--- config.mk ---
export PLATFORM = sky130hd
export DESIGN_NAME = regen_avoidance_freq_comp
export DESIGN_NICKNAME = d
export VERILOG_FILES = /design/src/shared/regen_avoid_pkg.sv /design/src/rtl/regen_avoidance_freq_comp.sv
export SDC_FILE = /design/constraint.sdc
export NUM_CORES = 1
export LEC_CHECK = 0
export BUFFER_PORTS_ARGS = -buffer_cell sky130_fd_sc_hd__buf_2
export CAP_MARGIN = 15
export CORE_ASPECT_RATIO = 0.9
export CORE_MARGIN = 10
export CORE_UTILIZATION = 55
export CTS_CLUSTER_SIZE = 8
export DETAILED_ROUTE_END_ITERATION = 16
export GPL_TIMING_DRIVEN = 0
export PLACE_DENSITY = 0.74
export RECOVER_POWER = 25
export REMOVE_ABC_BUFFERS = 1
export SYNTH_ARGS = -nofsm -noshare
export SYNTH_HDL_FRONTEND = slang
export SYNTH_SLANG_ARGS = --single-unit
--- constraint.sdc ---
create_clock -name sys_clk -period 33.2 [get_ports sys_clk]
set_input_delay 4.98 -clock sys_clk [delete_from_list [all_inputs] [get_ports sys_clk]]
set_output_delay 4.98 -clock sys_clk [all_outputs]
set_load 0.02 [all_outputs]
--- src/shared/regen_avoid_pkg.sv ---
// constants, carrier types and state codes for the regeneration avoidance block
// assumes one drive control clock at 200 MHz and a synchronous active-low reset
package regen_avoid_pkg;

   // ----------------------------------------------------------------
   // widths
   // ----------------------------------------------------------------
   localparam int FREQ_W  = 16;   // output frequency, 0.01 Hz per lsb
   localparam int VOLT_W  = 10;   // bus voltage, 1 V per lsb
   localparam int LIMIT_W = 14;   // cap setting, 0.01 Hz per lsb
   localparam int GAIN_W  = 8;    // percent
   localparam int ACC_W   = 32;
   localparam int FRAC_W  = 16;   // fraction bits of the compensation accumulator
   localparam int TMR_W   = 8;    // alarm timer, 0.1 s per lsb

   // ----------------------------------------------------------------
   // setting ranges and reset values
   // ----------------------------------------------------------------
   localparam logic [1:0]         MODE_OFF      = 2'h0;
   localparam logic [1:0]         MODE_ALWAYS   = 2'h1;
   localparam logic [1:0]         MODE_CONST    = 2'h2;
   localparam logic [VOLT_W-1:0]  LEVEL_MIN     = 10'h12C;  // 300 V
   localparam logic [VOLT_W-1:0]  LEVEL_MAX     = 10'h320;  // 800 V
   localparam logic [VOLT_W-1:0]  LEVEL_INIT    = 10'h186;  // plain default, 390 V
   localparam logic [LIMIT_W-1:0] LIMIT_MAX     = 14'h03E8; // 10.00 Hz
   localparam logic [LIMIT_W-1:0] LIMIT_NONE    = 14'h270F; // 9999
   localparam logic [LIMIT_W-1:0] LIMIT_INIT    = 14'h0258; // 6.00 Hz
   localparam logic [GAIN_W-1:0]  GAIN_MAX      = 8'hC8;    // 200 %
   localparam logic [GAIN_W-1:0]  GAIN_INIT     = 8'h64;    // 100 %
   localparam logic [FREQ_W-1:0]  MAXFREQ_INIT  = 16'h2EE0; // plain default, 120 Hz

   // ----------------------------------------------------------------
   // alarm timer time base
   // ----------------------------------------------------------------
   localparam int CLK_PERIOD_NS     = 5;
   localparam int TIMER_UNIT_US     = 100000;  // 0.1 s per timer step
   localparam int TIMER_UNIT_CYCLES = TIMER_UNIT_US * 1000 / CLK_PERIOD_NS;
   localparam int TICK_W            = 25;

   typedef enum logic [1:0] {
      RAMP_STOP  = 2'b00,
      RAMP_ACCEL = 2'b01,
      RAMP_CONST = 2'b10,
      RAMP_DECEL = 2'b11
   } ramp_type;

   typedef enum logic [1:0] {
      AV_IDLE    = 2'b00,
      AV_RAISE   = 2'b01,
      AV_HOLD    = 2'b10,
      AV_RELEASE = 2'b11
   } avoid_state_type;

   typedef struct packed {
      logic [1:0]         avoidanceModeSelect;
      logic [VOLT_W-1:0]  avoidanceVoltageLevel;
      logic [LIMIT_W-1:0] compensationFreqCap;
      logic [GAIN_W-1:0]  avoidanceVoltageGain;
      logic [GAIN_W-1:0]  avoidanceFrequencyGain;
      logic [FREQ_W-1:0]  maximumFrequencySetting;
      logic [ACC_W-1:0]   returnStep;          // accumulator units per cycle
      logic [VOLT_W-1:0]  ovStallLevel;
      logic               alarmOutputSelection; // overvoltage stall drives alarm
      logic [TMR_W-1:0]   alarmOutputTimer;
   } settings_type;

   typedef struct packed {
      logic compActive;
      logic overvoltageStallInd;
      logic stallPrevention;
      logic freqFreeze;
      logic overloadAlarmOutput;
      logic settingRejected;
   } status_type;

endpackage : regen_avoid_pkg

--- src/rtl/regen_avoidance_freq_comp.sv ---
// regeneration avoidance: raises the output frequency while the bus voltage is high
// assumes the ramp generator supplies output frequency and ramp state each cycle,
// and the power stage samples bus voltage synchronously to sys_clk
// outputs settle one edge after the inputs that drive them directly, two through the settings or state register
`timescale 1ns/1ps
`default_nettype none

module regen_avoidance_freq_comp #(
   parameter int TIMER_UNIT_CYCLES = regen_avoid_pkg::TIMER_UNIT_CYCLES
) (
   input  wire logic                                 sys_clk,
   input  wire logic                                 reset_n,
   input  wire regen_avoid_pkg::settings_type        settings,
   input  wire logic                                 settingsWrite,
   input  wire logic [regen_avoid_pkg::VOLT_W-1:0]   busVoltage,
   input  wire regen_avoid_pkg::ramp_type            rampState,
   input  wire logic [regen_avoid_pkg::FREQ_W-1:0]   outputFreq,
   output logic [regen_avoid_pkg::FREQ_W-1:0]        compFreq_ff,
   output regen_avoid_pkg::status_type               status_ff
);

   // ----------------------------------------------------------------
   // accepted settings
   // ----------------------------------------------------------------
   function automatic logic gainOk(input logic [regen_avoid_pkg::GAIN_W-1:0] g);
      gainOk = (g <= regen_avoid_pkg::GAIN_MAX);
   endfunction : gainOk

   regen_avoid_pkg::settings_type cfg_ff;
   regen_avoid_pkg::settings_type nxt_cfg;
   logic                          levelOk;
   logic                          limitOk;
   logic                          modeOk;
   logic                          allOk;
   logic                          rejected_ff;
   logic                          nxt_rejected;

   assign levelOk = (settings.avoidanceVoltageLevel >= regen_avoid_pkg::LEVEL_MIN)
                 && (settings.avoidanceVoltageLevel <= regen_avoid_pkg::LEVEL_MAX);
   assign limitOk = (settings.compensationFreqCap <= regen_avoid_pkg::LIMIT_MAX)
                 || (settings.compensationFreqCap == regen_avoid_pkg::LIMIT_NONE);
   assign modeOk  = (settings.avoidanceModeSelect != 2'h3);
   assign allOk   = levelOk && limitOk && modeOk
                 && gainOk(settings.avoidanceVoltageGain)
                 && gainOk(settings.avoidanceFrequencyGain);
   // a rejected write keeps the whole previous set, so no half-applied tuning
   assign nxt_cfg      = (settingsWrite && allOk) ? settings : cfg_ff;
   assign nxt_rejected = settingsWrite ? !allOk : rejected_ff;

   // ----------------------------------------------------------------
   // settings register
   // ----------------------------------------------------------------

   always_ff @(posedge sys_clk) begin
      if (!reset_n) begin
         cfg_ff.avoidanceModeSelect     <= regen_avoid_pkg::MODE_OFF;
         cfg_ff.avoidanceVoltageLevel   <= regen_avoid_pkg::LEVEL_INIT;
         cfg_ff.compensationFreqCap     <= regen_avoid_pkg::LIMIT_INIT;
         cfg_ff.avoidanceVoltageGain    <= regen_avoid_pkg::GAIN_INIT;
         cfg_ff.avoidanceFrequencyGain  <= regen_avoid_pkg::GAIN_INIT;
         cfg_ff.maximumFrequencySetting <= regen_avoid_pkg::MAXFREQ_INIT;
         cfg_ff.returnStep              <= '0;
         cfg_ff.ovStallLevel            <= regen_avoid_pkg::LEVEL_MAX;
         cfg_ff.alarmOutputSelection    <= 1'b0;
         cfg_ff.alarmOutputTimer        <= '0;
         rejected_ff                    <= 1'b0;
      end else begin
         cfg_ff      <= nxt_cfg;
         rejected_ff <= nxt_rejected;
      end
   end

   // ----------------------------------------------------------------
   // enable and detection
   // ----------------------------------------------------------------
   logic                                running;
   logic                                enabled;
   logic                                overLevel;
   logic                                noCap;
   logic [regen_avoid_pkg::VOLT_W-1:0]  excess;
   logic [25:0]                         delta;

   assign running   = (rampState != regen_avoid_pkg::RAMP_STOP);
   assign enabled   = ((cfg_ff.avoidanceModeSelect == regen_avoid_pkg::MODE_ALWAYS) && running)
                   || ((cfg_ff.avoidanceModeSelect == regen_avoid_pkg::MODE_CONST)
                       && (rampState == regen_avoid_pkg::RAMP_CONST));
   assign overLevel = enabled && (busVoltage >= cfg_ff.avoidanceVoltageLevel);
   // wraps below the level; only summed while overLevel holds
   assign excess    = busVoltage - cfg_ff.avoidanceVoltageLevel;
   // full scale times both gains still fits the 26-bit product
   // two gains
   assign delta     = excess * cfg_ff.avoidanceVoltageGain * cfg_ff.avoidanceFrequencyGain;
   assign noCap     = (cfg_ff.compensationFreqCap == regen_avoid_pkg::LIMIT_NONE);

   // ----------------------------------------------------------------
   // compensation state machine
   // ----------------------------------------------------------------
   regen_avoid_pkg::avoid_state_type      state_ff;
   regen_avoid_pkg::avoid_state_type      nxt_state;
   logic [regen_avoid_pkg::ACC_W-1:0]     acc_ff;
   logic [regen_avoid_pkg::ACC_W-1:0]     nxt_acc;
   logic [regen_avoid_pkg::FREQ_W-1:0]    base_ff;
   logic [regen_avoid_pkg::FREQ_W-1:0]    nxt_base;
   logic [regen_avoid_pkg::ACC_W:0]       accSum;
   logic [regen_avoid_pkg::FREQ_W-1:0]    offset;
   logic [regen_avoid_pkg::FREQ_W:0]      raised;
   logic [regen_avoid_pkg::FREQ_W:0]      capVal;
   logic                                  overCap;
   logic                                  halfReached;
   logic                                  releaseDone;
   logic                                  decel;

   // ----------------------------------------------------------------
   // frequency arithmetic
   // ----------------------------------------------------------------

   assign accSum  = {1'b0, acc_ff} + {7'h00, delta};
   // integer part of the accumulator, in 0.01 Hz
   assign offset  = acc_ff[regen_avoid_pkg::ACC_W-1:regen_avoid_pkg::FRAC_W];
   assign raised  = {1'b0, outputFreq} + {1'b0, offset};
   assign capVal  = {1'b0, base_ff}
                  + {3'h0, cfg_ff.compensationFreqCap};
   assign decel   = (rampState == regen_avoid_pkg::RAMP_DECEL);
   assign overCap = !noCap && (raised > capVal);
   // doubling the output avoids a divide and keeps odd limits exact
   // release point at half limit
   assign halfReached = ({1'b0, outputFreq, 1'b0} <= {4'h0, cfg_ff.compensationFreqCap});
   // one more step would underflow, so finish at or below one step
   assign releaseDone = (acc_ff <= cfg_ff.returnStep);

   always_comb begin
      nxt_state = state_ff;
      nxt_acc   = acc_ff;
      nxt_base  = base_ff;
      case (state_ff)
         regen_avoid_pkg::AV_IDLE: begin
            nxt_acc = '0;
            if (overLevel) begin
               // base taken on the entry edge, before any raise shows
               // frequency before avoidance
               nxt_base  = outputFreq;
               nxt_state = regen_avoid_pkg::AV_RAISE;
            end
         end
         regen_avoid_pkg::AV_RAISE: begin
            if (!enabled) begin
               nxt_state = regen_avoid_pkg::AV_IDLE;
            end else if (decel && overCap) begin
               nxt_state = regen_avoid_pkg::AV_HOLD;
            end else if (overLevel) begin
               // accumulate raise; saturate rather than wrap
               nxt_acc = accSum[regen_avoid_pkg::ACC_W] ? '1
                       : accSum[regen_avoid_pkg::ACC_W-1:0];
            end else begin
               nxt_state = regen_avoid_pkg::AV_RELEASE;
            end
         end
         regen_avoid_pkg::AV_HOLD: begin
            // accumulator frozen, so release starts from the held offset
            if (!enabled) begin
               nxt_state = regen_avoid_pkg::AV_IDLE;
            end else if (halfReached) begin
               nxt_state = regen_avoid_pkg::AV_RELEASE;
            end
         end
         regen_avoid_pkg::AV_RELEASE: begin
            if (!enabled) begin
               nxt_state = regen_avoid_pkg::AV_IDLE;
            end else if (overLevel) begin
               nxt_state = regen_avoid_pkg::AV_RAISE;
            end else if (releaseDone) begin
               nxt_acc   = '0;
               nxt_state = regen_avoid_pkg::AV_IDLE;
            end else begin
               nxt_acc = acc_ff - cfg_ff.returnStep;
            end
         end
         default: begin
            nxt_state = regen_avoid_pkg::AV_IDLE;
            nxt_acc   = '0;
         end
      endcase
   end

   // ----------------------------------------------------------------
   // state register
   // ----------------------------------------------------------------

   always_ff @(posedge sys_clk) begin
      if (!reset_n) begin
         state_ff <= regen_avoid_pkg::AV_IDLE;
         acc_ff   <= '0;
         base_ff  <= '0;
      end else begin
         state_ff <= nxt_state;
         acc_ff   <= nxt_acc;
         base_ff  <= nxt_base;
      end
   end

   // ----------------------------------------------------------------
   // output frequency selection
   // ----------------------------------------------------------------
   logic [regen_avoid_pkg::FREQ_W:0]   capped;
   logic [regen_avoid_pkg::FREQ_W:0]   chosen;
   logic [regen_avoid_pkg::FREQ_W-1:0] nxt_compFreq;
   logic                               compensating;

   // release counts too, so cap and clamp follow the offset down
   assign compensating = (state_ff != regen_avoid_pkg::AV_IDLE);
   assign capped = overCap ? capVal : raised;
   // idle passes the ramp frequency straight through
   assign chosen = (state_ff == regen_avoid_pkg::AV_HOLD) ? capVal
                 : compensating ? capped
                 : {1'b0, outputFreq};
   // clamp at maximum; only compensation is clamped here
   assign nxt_compFreq = (compensating
                          && (chosen > {1'b0, cfg_ff.maximumFrequencySetting}))
                       ? cfg_ff.maximumFrequencySetting
                       : chosen[regen_avoid_pkg::FREQ_W-1:0];

   always_ff @(posedge sys_clk) begin
      if (!reset_n) begin
         compFreq_ff <= '0;
      end else begin
         compFreq_ff <= nxt_compFreq;
      end
   end

   // ----------------------------------------------------------------
   // stall indications and overload alarm
   // ----------------------------------------------------------------
   logic                             avoidActive;
   logic                             freezeStall;
   logic                             ovStallEvent;
   logic [regen_avoid_pkg::TICK_W-1:0] tick_ff;
   logic [regen_avoid_pkg::TICK_W-1:0] nxt_tick;
   logic [regen_avoid_pkg::TMR_W-1:0]  units_ff;
   logic [regen_avoid_pkg::TMR_W-1:0]  nxt_units;
   logic                             tickWrap;
   logic                             timerDone;
   regen_avoid_pkg::status_type      nxt_status;

   assign avoidActive = (state_ff == regen_avoid_pkg::AV_RAISE)
                     || (state_ff == regen_avoid_pkg::AV_HOLD);
   // flag only: the ramp generator does the actual freeze
   // decel-only freeze
   assign freezeStall = decel && !avoidActive && (busVoltage >= cfg_ff.ovStallLevel);
   assign ovStallEvent = avoidActive || freezeStall;

   // ----------------------------------------------------------------
   // alarm timer
   // ----------------------------------------------------------------
   // wrap count is a parameter so a bench can shorten the time base
   assign tickWrap  = (tick_ff == regen_avoid_pkg::TICK_W'(TIMER_UNIT_CYCLES - 1));
   assign timerDone = (units_ff >= cfg_ff.alarmOutputTimer);
   // timer restarts whenever the stall condition drops, so short blips never alarm unless the timer setting is zero
   assign nxt_tick  = (!ovStallEvent || tickWrap) ? '0 : tick_ff + 1'b1;
   assign nxt_units = !ovStallEvent ? '0
                    : (tickWrap && !timerDone) ? units_ff + 1'b1 : units_ff;

   // ----------------------------------------------------------------
   // status register
   // ----------------------------------------------------------------

   always_comb begin
      nxt_status = '0;
      nxt_status.compActive          = avoidActive;
      nxt_status.overvoltageStallInd = ovStallEvent;
      nxt_status.stallPrevention     = avoidActive;
      nxt_status.freqFreeze          = freezeStall;
      nxt_status.overloadAlarmOutput = ovStallEvent && cfg_ff.alarmOutputSelection
                                    && timerDone;
      nxt_status.settingRejected     = rejected_ff;
   end

   always_ff @(posedge sys_clk) begin
      if (!reset_n) begin
         tick_ff   <= '0;
         units_ff  <= '0;
         status_ff <= '0;
      end else begin
         tick_ff   <= nxt_tick;
         units_ff  <= nxt_units;
         status_ff <= nxt_status;
      end
   end

endmodule : regen_avoidance_freq_comp

`default_nettype wire

==> results of run 1 <==
logic make-up after synthesis:
| group | after synthesis |
|---|---|
| AO/OA/AOI/OAI | 581 |
| XOR/XNOR | 112 |
| adder cells (fa/ha/maj) | 403 |
| buffers and inverters | 455 |
| flip-flops | 214 |
| multiplexers | 34 |
| AND/OR/NAND/NOR | 894 |
stage by stage:
stage / cell area, um^2 / setup WS [ps]
detailed placement: 23000 / 16040
CTS: 23900 / 16620
floorplan: 21400 / 17590
global placement: 22900 / 15780
finish: 23800 / 16480
global route: 23800 / 15690
final cells by class:
| class | instances | area [um^2] | area share |
|---|---|---|---|
| multi-input combinational | 2024 | 15800 | 0.664 |
| tap | 532 | 666 | 0.0279 |
| inverter | 358 | 1350 | 0.0565 |
| clock buffer | 36 | 815 | 0.0342 |
| clock inverter | 2 | 25.0 | 0.00105 |
| sequential | 214 | 4280 | 0.180 |
| timing repair buffer | 171 | 886 | 0.0372 |
cells in the final DEF (no fill, tap or decap), types with 6 or more instances in the layout:
cell type  instances
and3_1            29
a211oi_1          34
o21a_1            24
a211o_1           15
nand4_1           23
xor2_1            43
nor3_1            36
dfxtp_1          214
o22ai_1           15
nand2b_1          29
a22oi_1            8
nand3_1           48
clkbuf_1          28
o31ai_1            9
a211oi_2           6
mux2i_1           34
a21oi_1          183
nand2_1          330
o21ai_1            6
ha_1             231
fa_1             172
nor2b_1           36
buf_2            142
o211ai_1          21
o21ai_0           97
or3_1             13
a22o_1            12
nor2_1           171
inv_1            356
a31oi_1           20
clkbuf_16         31
and2_1           136
nor4_1            11
a21o_1            45
o21bai_1          13
xnor2_1           69
registers in the layout (all words and copies together), names as in the netlist:
signal,flops
cfg_ff,109
status_ff,5
rejected_ff,1
state_ff,2
compFreq_ff,16
base_ff,16
tick_ff,25
acc_ff,32
units_ff,8
worst register-to-register path, delay by kind of cell (launching register included):
kind | cells | cell delay, ps
buf+inv | 6 | 550
simple gates | 10 | 2200
flops | 1 | 350
compound gates | 13 | 4350
fa+ha+maj | 11 | 5010
per-layer routing:
metal  track usage  share of wire
met1         0.302           0.44
met2         0.409           0.48
met3        0.0452          0.060
met4        0.0650          0.026
met5             0        0.00031
power by group:
part / total [mW] / leakage, nW / internal, mW / switching [mW]
Clock: 0.288 / 0.414 / 0.169 / 0.118
Combinational: 1.82 / 8.70 / 0.710 / 1.11
Sequential: 0.270 / 1.73 / 0.265 / 0.00452
path summary, 6_finish.rpt:
path | from | slack [ps] | cells after the start | endpoint
max reg2reg | cfg_ff[98]$_SDFFE_PN1P_ | 20600 | 40 | acc_ff[22]$_SDFFE_PN0P_
min reg2reg | tick_ff[0]$_SDFF_PP0_ | 440 | 1 | tick_ff[0]$_SDFF_PP0_
max | busVoltage[1] | 16480 | 40 | acc_ff[22]$_SDFFE_PN0P_
min | tick_ff[0]$_SDFF_PP0_ | 440 | 1 | tick_ff[0]$_SDFF_PP0_
==> impl_metrics.csv, run 1 <==
group,metric,value,unit
cells_and_area,fin_util,0.606,
detailed_routing,drt_iter0_drc,1106,
clocking,path_clk_slew,50,ps
placed_design,place_hpwl,45400,um
synthesis,yosys.area_share.simple,0.197,
sta,fmax,59.8,MHz
sta,drv_slew,168,
floorplanning,die_width,230,um
sta,rsz0062_at_grt,"false",
clocking,cts.sinks,214,
global_routing,overflow,0,
setup_path,required,33670,ps
floorplanning,initial_utilization,0.555,
synthesis,synthMuxAreaShare,0.0156,
global_routing,grt_pass1_wl,96700,um
clocking,cts_root_buf,"clkbuf_16",
sta,tightest_slew,4430,ps
sta,hold_viol,0,
setup_path,cp_common_cell,"fa_1",
floorplanning,pin_count,162,
outcome,violations,"max-capacitance violations, max-slew violations",
synthesis,synth_top_area_frac,0.196,
detailed_routing,drc_errors,0,
synthesis,yosys-top-cells-area,"dfxtp_1 20%, fa_1 16%, ha_1 13%",
sta,post-route-min-period,16720,ps
detailed_routing,first_pass_iters,6,
worst_hold_path,min_path_type,"reg -> reg",
synthesis,netlist_area,21800,um^2
global_routing,grt_max_degree,91,
synthesis,async_flop_share,0,
outcome,status,"finished with violations",
sta,finalSetupViolations,0,
setup_path,cp_top_family,"adder cells",
synthesis,synth_edf_count,0,
clocking,post_cts_buffers,0,
detailed_routing,wl_per_cell,17.4,um
clocking,ctsResizeCount,0,
synthesis,synth-compound-area-share,0.176,
setup_path,crit_slowest_cell,"o311ai_1",
floorplanning,dieArea,48100,um^2
cells_and_area,diodes,0,
global_routing,grt_usage,0.239,
cells_and_area,final_cells,3337,
power_and_ir_drop,ir_drop,189,uV
setup_path,path_class,"in -> reg",
detailed_routing,ant_nets,0,
setup_path,critPathMaxFanout,29,
placed_design,port_buffers,161,
setup_path,worst-endpoint-arrival,17190,ps
synthesis,synth-seq-area-share,0.196,
sta,finalSetupTns,0,ps
sta,whs,438,ps
cells_and_area,fill_cells,3542,
synthesis,syn_avg_cell_area,8.11,um^2
cells_and_area,syn2layout_area_growth,9.17,%
detailed_routing,finalWirelength,58100,um
clocking,clkLatencyLatePin,590,ps
sta,period_share,0.504,
power_and_ir_drop,powerDensity,99.6,nW/um^2
synthesis,yosys.area.top_type,"dfxtp_1",
global_routing,grt_pass1_vias,19500,
synthesis,synthAdderAreaFrac,0.290,
clocking,cts_tree,"done",
setup_path,slowest_delay,960,ps
sta,slew_headroom,-1.96,
clocking,hold_buffers,0,
detailed_routing,vias,19200,
synthesis,ys_ff_latch,214,
clocking,cts_buffers,31,
floorplanning,num_rows,69,
placed_design,dp_cells,3296,
clocking,clock_path_buffers,3,
setup_path,worst-path-buf-inv,6,
synthesis,synth_top_family_by_area,"adder cells",
sta,finClkSkew,22.8,ps
setup_path,crit_path_start_kind,"input port",
cells_and_area,drive_gt1_frac,0.0766,
floorplanning,die_h,209,um
synthesis,yosysMostFrequentCell,"inv_1",
floorplanning,coreArea,39400,um^2
setup_path,end_kind,"flip-flop",
placed_design,gp_congestion,0.956,
synthesis,synthTopCellsByCount,"356 x inv_1, 330 x nand2_1, 231 x ha_1",
global_routing,antenna_found_initial,2,
power_and_ir_drop,p_total,2.37,mW
job,cap_violations,3,
detailed_routing,vias_per_cell,5.77,
synthesis,synth-xor-area-share,0.0449,
synthesis,synthFlopType,"dfxtp_1",
cells_and_area,nets,3343,
power_and_ir_drop,p_leak,10.8,nW
clocking,htreeDepth,1,
synthesis,syn_inst,2693,
synthesis,synth_cell_types,89,
synthesis,ys_warn_count,0,
Power figures use the tool's default switching activity.
==> run 2, diff against run 1 <==
- PLACE_DENSITY: 0.74 -> 0.77
- clock period: 33.2 -> 14.2 ns (I/O delays scaled with it)
==> impl_metrics.csv, run 2 (same netlist as run 1, synthesis figures left out) <==
group,metric,value,unit
setup_path,critPathMaxFanout,29,
cells_and_area,final_cell_mix,"356 x inv_1, 330 x nand2_1, 231 x ha_1",
clocking,cts.sinks,214,
clocking,htreeDepth,1,
floorplanning,num_rows,69,
detailed_routing,ant_nets,0,
job,cap_violations,4,
power_and_ir_drop,p_total,5.56,mW
clocking,clock_path_buffers,3,
global_routing,grt_pass1_vias,19800,
sta,finalSetupTns,0,ps
clocking,clkLatencyLatePin,600,ps
detailed_routing,vias_per_cell,5.84,
floorplanning,die_width,230,um
setup_path,crit_slowest_cell,"xor2_1",
clocking,cts_root_buf,"clkbuf_16",
cells_and_area,fin_area,23800,um^2
detailed_routing,wl_per_cell,17.6,um
power_and_ir_drop,powerDensity,233,nW/um^2
sta,whs,436,ps
setup_path,path_class,"in -> reg",
global_routing,antenna_found_initial,1,
global_routing,overflow,0,
sta,post-route-min-period,13380,ps
placed_design,dp_cells,3298,
setup_path,crit_path_start_kind,"input port",
placed_design,placed_area,23100,um^2
placed_design,place_hpwl,46000,um
clocking,ctsResizeCount,0,
detailed_routing,finalWirelength,58800,um
power_and_ir_drop,ir_drop,557,uV
clocking,hold_buffers,0,
cells_and_area,diodes,0,
sta,tightest_slew,3860,ps
sta,hold_viol,0,
outcome,violations,"max-capacitance violations, max-slew violations",
detailed_routing,drt_iter0_drc,1445,
sta,fmax,74.8,MHz
setup_path,worst-endpoint-arrival,13850,ps
sta,period_share,0.942,
cells_and_area,nets,3344,
global_routing,grt_usage,0.243,
sta,drv_slew,209,
detailed_routing,first_pass_iters,6,
sta,slew_headroom,-1.57,
cells_and_area,largest-register,"cfg_ff",
cells_and_area,fin_util,0.605,
setup_path,slowest_delay,580,ps
power_and_ir_drop,p_leak,10.8,nW
detailed_routing,drc_errors,0,
floorplanning,dieArea,48100,um^2
cells_and_area,fill_cells,3529,
clocking,cts_tree,"done",
sta,rsz0062_at_grt,"false",
sta,setup_slack,823,ps
outcome,status,"finished with violations",
setup_path,end_kind,"flip-flop",
worst_hold_path,min_path_type,"reg -> reg",
detailed_routing,vias,19500,
global_routing,grt_pass1_wl,98400,um
cells_and_area,largest_reg_flops,109,
placed_design,dp_slack,-179,ps
placed_design,port_buffers,161,
setup_path,required,14680,ps
floorplanning,coreArea,39400,um^2
sta,finClkSkew,21.7,ps
clocking,cts_buffers,31,
floorplanning,initial_utilization,0.555,
clocking,path_clk_slew,60,ps
global_routing,grt_max_degree,85,
floorplanning,pin_count,162,
cells_and_area,reg.largest.list,"cfg_ff x109, acc_ff x32, tick_ff x25",
placed_design,gp_congestion,0.980,
cells_and_area,syn2layout_area_growth,9.12,%
cells_and_area,drive_gt1_frac,0.0767,
floorplanning,die_h,209,um
clocking,post_cts_buffers,0,
cells_and_area,final_common_cell,"inv_1",
sta,finalSetupViolations,0,
setup_path,cp_common_cell,"fa_1",
cells_and_area,final_cells,3336,
-- run 2: cell types whose count changed in the layout (fill, tap and decap cells not counted), sizes merged --
cell / delta
clkbuf: -2
clkinvlp: +1
-- run 2: routing by layer --
layer  routed length (um)  track usage  share of wire  vias to the layer above
li1                     -            -              -                     9252
met1                25200        0.312           0.43                     9458
met2                28200        0.416           0.48                      657
met3                 3920       0.0390          0.067                      128
met4                 1570       0.0639          0.027                        2
met5                   13            0        0.00022                        -
-- run 2: path summary, 6_finish.rpt --
path	startpoint	endpoint	slack [ps]	depth (start not counted)
worst max-delay path	busVoltage[1]	acc_ff[22]$_SDFFE_PN0P_	820	40
worst min-delay path	tick_ff[0]$_SDFF_PP0_	tick_ff[0]$_SDFF_PP0_	440	1
worst max register to register	cfg_ff[98]$_SDFFE_PN1P_	acc_ff[22]$_SDFFE_PN0P_	2080	40
worst min register to register	tick_ff[0]$_SDFF_PP0_	tick_ff[0]$_SDFF_PP0_	440	1
-- run 2: report_power, final --
part / switching (mW) / total, mW / internal [mW]
logic: 2.60 / 4.27 / 1.67
registers: 0.0103 / 0.630 / 0.620
clock network: 0.277 / 0.660 / 0.384
-- run 2: area by class of cell --
| class | count | area [um^2] | area share |
|---|---|---|---|
| clock buffer | 33 | 783 | 0.0329 |
| clock inverter | 3 | 32.5 | 0.00137 |
| inverter | 358 | 1350 | 0.0565 |
| multi-input combinational | 2024 | 15800 | 0.664 |
| sequential | 214 | 4280 | 0.180 |
| tap | 532 | 666 | 0.0279 |
| timing repair buffer | 172 | 892 | 0.0374 |
-- run 2: worst max-delay path, delay by kind of cell --
kind / cells / cell delay [ps]
xor+xnor: 1 / 580
simple gates: 10 / 2150
buf+inv: 6 / 570
fa+ha+maj: 11 / 5100
compound gates: 12 / 3320
==> run 3, diff against run 2 <==
- PLACE_DENSITY: 0.77 -> 0.74
- clock period: 14.2 -> 14.1 ns (I/O delays scaled with it)
==> impl_metrics.csv, run 3 (same netlist as run 1, synthesis figures left out) <==
group,metric,value,unit
sta,drv_slew,168,
cells_and_area,fill_cells,3541,
clocking,cts_tree,"done",
floorplanning,initial_utilization,0.555,
setup_path,crit_path_start_kind,"input port",
global_routing,top_usage_layer,"met2",
placed_design,place_hpwl,45400,um
power_and_ir_drop,p_leak,10.9,nW
cells_and_area,seq_area,4280,um^2
detailed_routing,finalWirelength,58000,um
detailed_routing,ant_nets,0,
clocking,clock_path_buffers,3,
global_routing,use_met1,0.302,
setup_path,crit_start,"busVoltage[1]",
setup_path,cp_common_cell,"fa_1",
cells_and_area,nets,3343,
sta,finClkSkew,23.6,ps
setup_path,crit_slowest_cell,"o311ai_2",
outcome,violations,"max-capacitance violations, max-slew violations",
detailed_routing,drc_errors,0,
sta,tightest_slew,4400,ps
floorplanning,pin_count,162,
setup_path,r2r-start,"cfg_ff[98]$_SDFFE_PN1P_",
worst_hold_path,holdPathEnd,"tick_ff[0]$_SDFF_PP0_",
power_and_ir_drop,ir_drop,453,uV
clocking,htreeDepth,1,
worst_hold_path,min_path_type,"reg -> reg",
sta,fmax,74.7,MHz
global_routing,grt_pass1_wl,96700,um
sta,hold_viol,0,
cells_and_area,reg.largest.list,"cfg_ff x109, acc_ff x32, tick_ff x25",
placed_design,gp_congestion,0.956,
setup_path,r2r_slack,1960,ps
power_and_ir_drop,p_switching,2.90,mW
power_and_ir_drop,clockPowerShare,0.121,
power_and_ir_drop,pwr-share-comb,0.766,
global_routing,grt_usage,0.239,
sta,post-route-min-period,13400,ps
detailed_routing,drt_iter0_drc,1210,
setup_path,path_class,"in -> reg",
sta,period_share,0.950,
cells_and_area,largest-register,"cfg_ff",
floorplanning,die_h,209,um
power_and_ir_drop,p_total,5.60,mW
global_routing,grt_use_met2,0.409,
clocking,hold_buffers,0,
floorplanning,num_rows,69,
setup_path,required,14570,ps
clocking,cts.sinks,214,
cells_and_area,largest_reg_flops,109,
detailed_routing,wl_per_cell,17.4,um
power_and_ir_drop,pwr-share-seq,0.113,
clocking,cts_buffers,31,
clocking,path_clk_slew,50,ps
setup_path,worst-endpoint-arrival,13860,ps
power_and_ir_drop,swShare,0.519,
cells_and_area,multiInputGateArea,15800,um^2
global_routing,grt_use_met3,0.0452,
cells_and_area,diodes,0,
worst_hold_path,min_from,"tick_ff[0]$_SDFF_PP0_",
detailed_routing,first_pass_iters,6,
global_routing,antenna_found_initial,2,
floorplanning,dieArea,48100,um^2
floorplanning,die_width,230,um
floorplanning,coreArea,39400,um^2
cells_and_area,syn2layout_area_growth,9.21,%
power_and_ir_drop,powerDensity,235,nW/um^2
sta,finalSetupViolations,0,
global_routing,grt_max_degree,91,
global_routing,grt_pass1_vias,19500,
detailed_routing,vias,19200,
setup_path,worstRegToRegCells,40,
job,cap_violations,3,
sta,slew_headroom,-1.93,
sta,rsz0062_at_grt,"false",
cells_and_area,final_cell_mix,"356 x inv_1, 330 x nand2_1, 231 x ha_1",
outcome,status,"finished with violations",
placed_design,port_buffers,161,
cells_and_area,drive_gt1_frac,0.0774,
global_routing,overflow,0,
worst_hold_path,whs_path_depth,1,
cells_and_area,final_common_cell,"inv_1",
power_and_ir_drop,p_int,2.70,mW
clocking,cts_root_buf,"clkbuf_16",
setup_path,critPathMaxFanout,29,
detailed_routing,vias_per_cell,5.76,
cells_and_area,fin_util,0.606,
setup_path,end_kind,"flip-flop",
setup_path,reg2reg_to,"acc_ff[22]$_SDFFE_PN0P_",
setup_path,slowest_delay,640,ps
clocking,clkLatencyLatePin,600,ps
## run 3: cell count changes in the layout (fill, tap and decap cells not counted)
| cell | delta |
|---|---|
| clkbuf_8 | +2 |
| o311ai_0 | +1 |
| clkinvlp_4 | -1 |
| buf_2 | +1 |
| o311ai_1 | -1 |
| or4_1 | -1 |
| or4_4 | +1 |
| buf_4 | -1 |
## run 3: worst max path at each step
stage                                    endpoint  slack (ps)  depth (start not counted)
after floorplan           acc_ff[22]$_SDFFE_PN0P_        1360                         38
after global placement    acc_ff[22]$_SDFFE_PN0P_        -450                         39
after detailed placement  acc_ff[22]$_SDFFE_PN0P_        -190                         40
after CTS                 acc_ff[22]$_SDFFE_PN0P_         390                         40
after global routing      acc_ff[22]$_SDFFE_PN0P_          80                         40
final                     acc_ff[22]$_SDFFE_PN0P_         700                         40
## run 3: power by group through the flow
stage	clock, mW	sequential, mW	combinational [mW]
6_report	0.677	0.635	4.29
5_1_grt	0.712	0.637	4.90
4_1_cts	0.692	0.635	4.25
3_3_place_gp	0	0.646	4.15
2_1_floorplan	0	0.660	3.24
3_5_place_dp	0	0.646	4.22
## run 3: area by class of cell
type / count / share of cell area
clock inverter: 2 / 0.00105
inverter: 358 / 0.0565
timing repair buffer: 171 / 0.0371
clock buffer: 36 / 0.0341
multi-input combinational: 2024 / 0.664
tap: 532 / 0.0279
sequential: 214 / 0.180
## run 3: critical path: cells and delay by family
kind,cells,cell delay [ps]
AND/OR/NAND/NOR,10,2020
adder cells (fa/ha/maj),11,5030
buffers and inverters,6,610
AO/OA/AOI/OAI,13,4050
## run 3: repair_timing
item	4_1_cts	5_1_grt
setup buffers	0	0
endpoints found under the setup margin	0	29
gates resized for setup	0	2
## run 3: metal layers
layer / vias to the layer above / wire (um)
li1: 9280 / -
met1: 9325 / 25500
met2: 528 / 27600
met3: 95 / 3430
met4: 4 / 1520
met5: - / 18
## run 3: per-stage QoR
step	hold WS, ps	cell area [um^2]	instances	setup slack (ps)	TNS (ps)
6_report	438	23900	3337	705	0
5_1_grt	458	23900	3337	77.0	0
4_1_cts	443	23900	3334	390	0
3_5_place_dp	436	23000	3296	-192	-1270
3_3_place_gp	425	22900	3289	-453	-8380
2_1_floorplan	413	21400	2596	1360	0
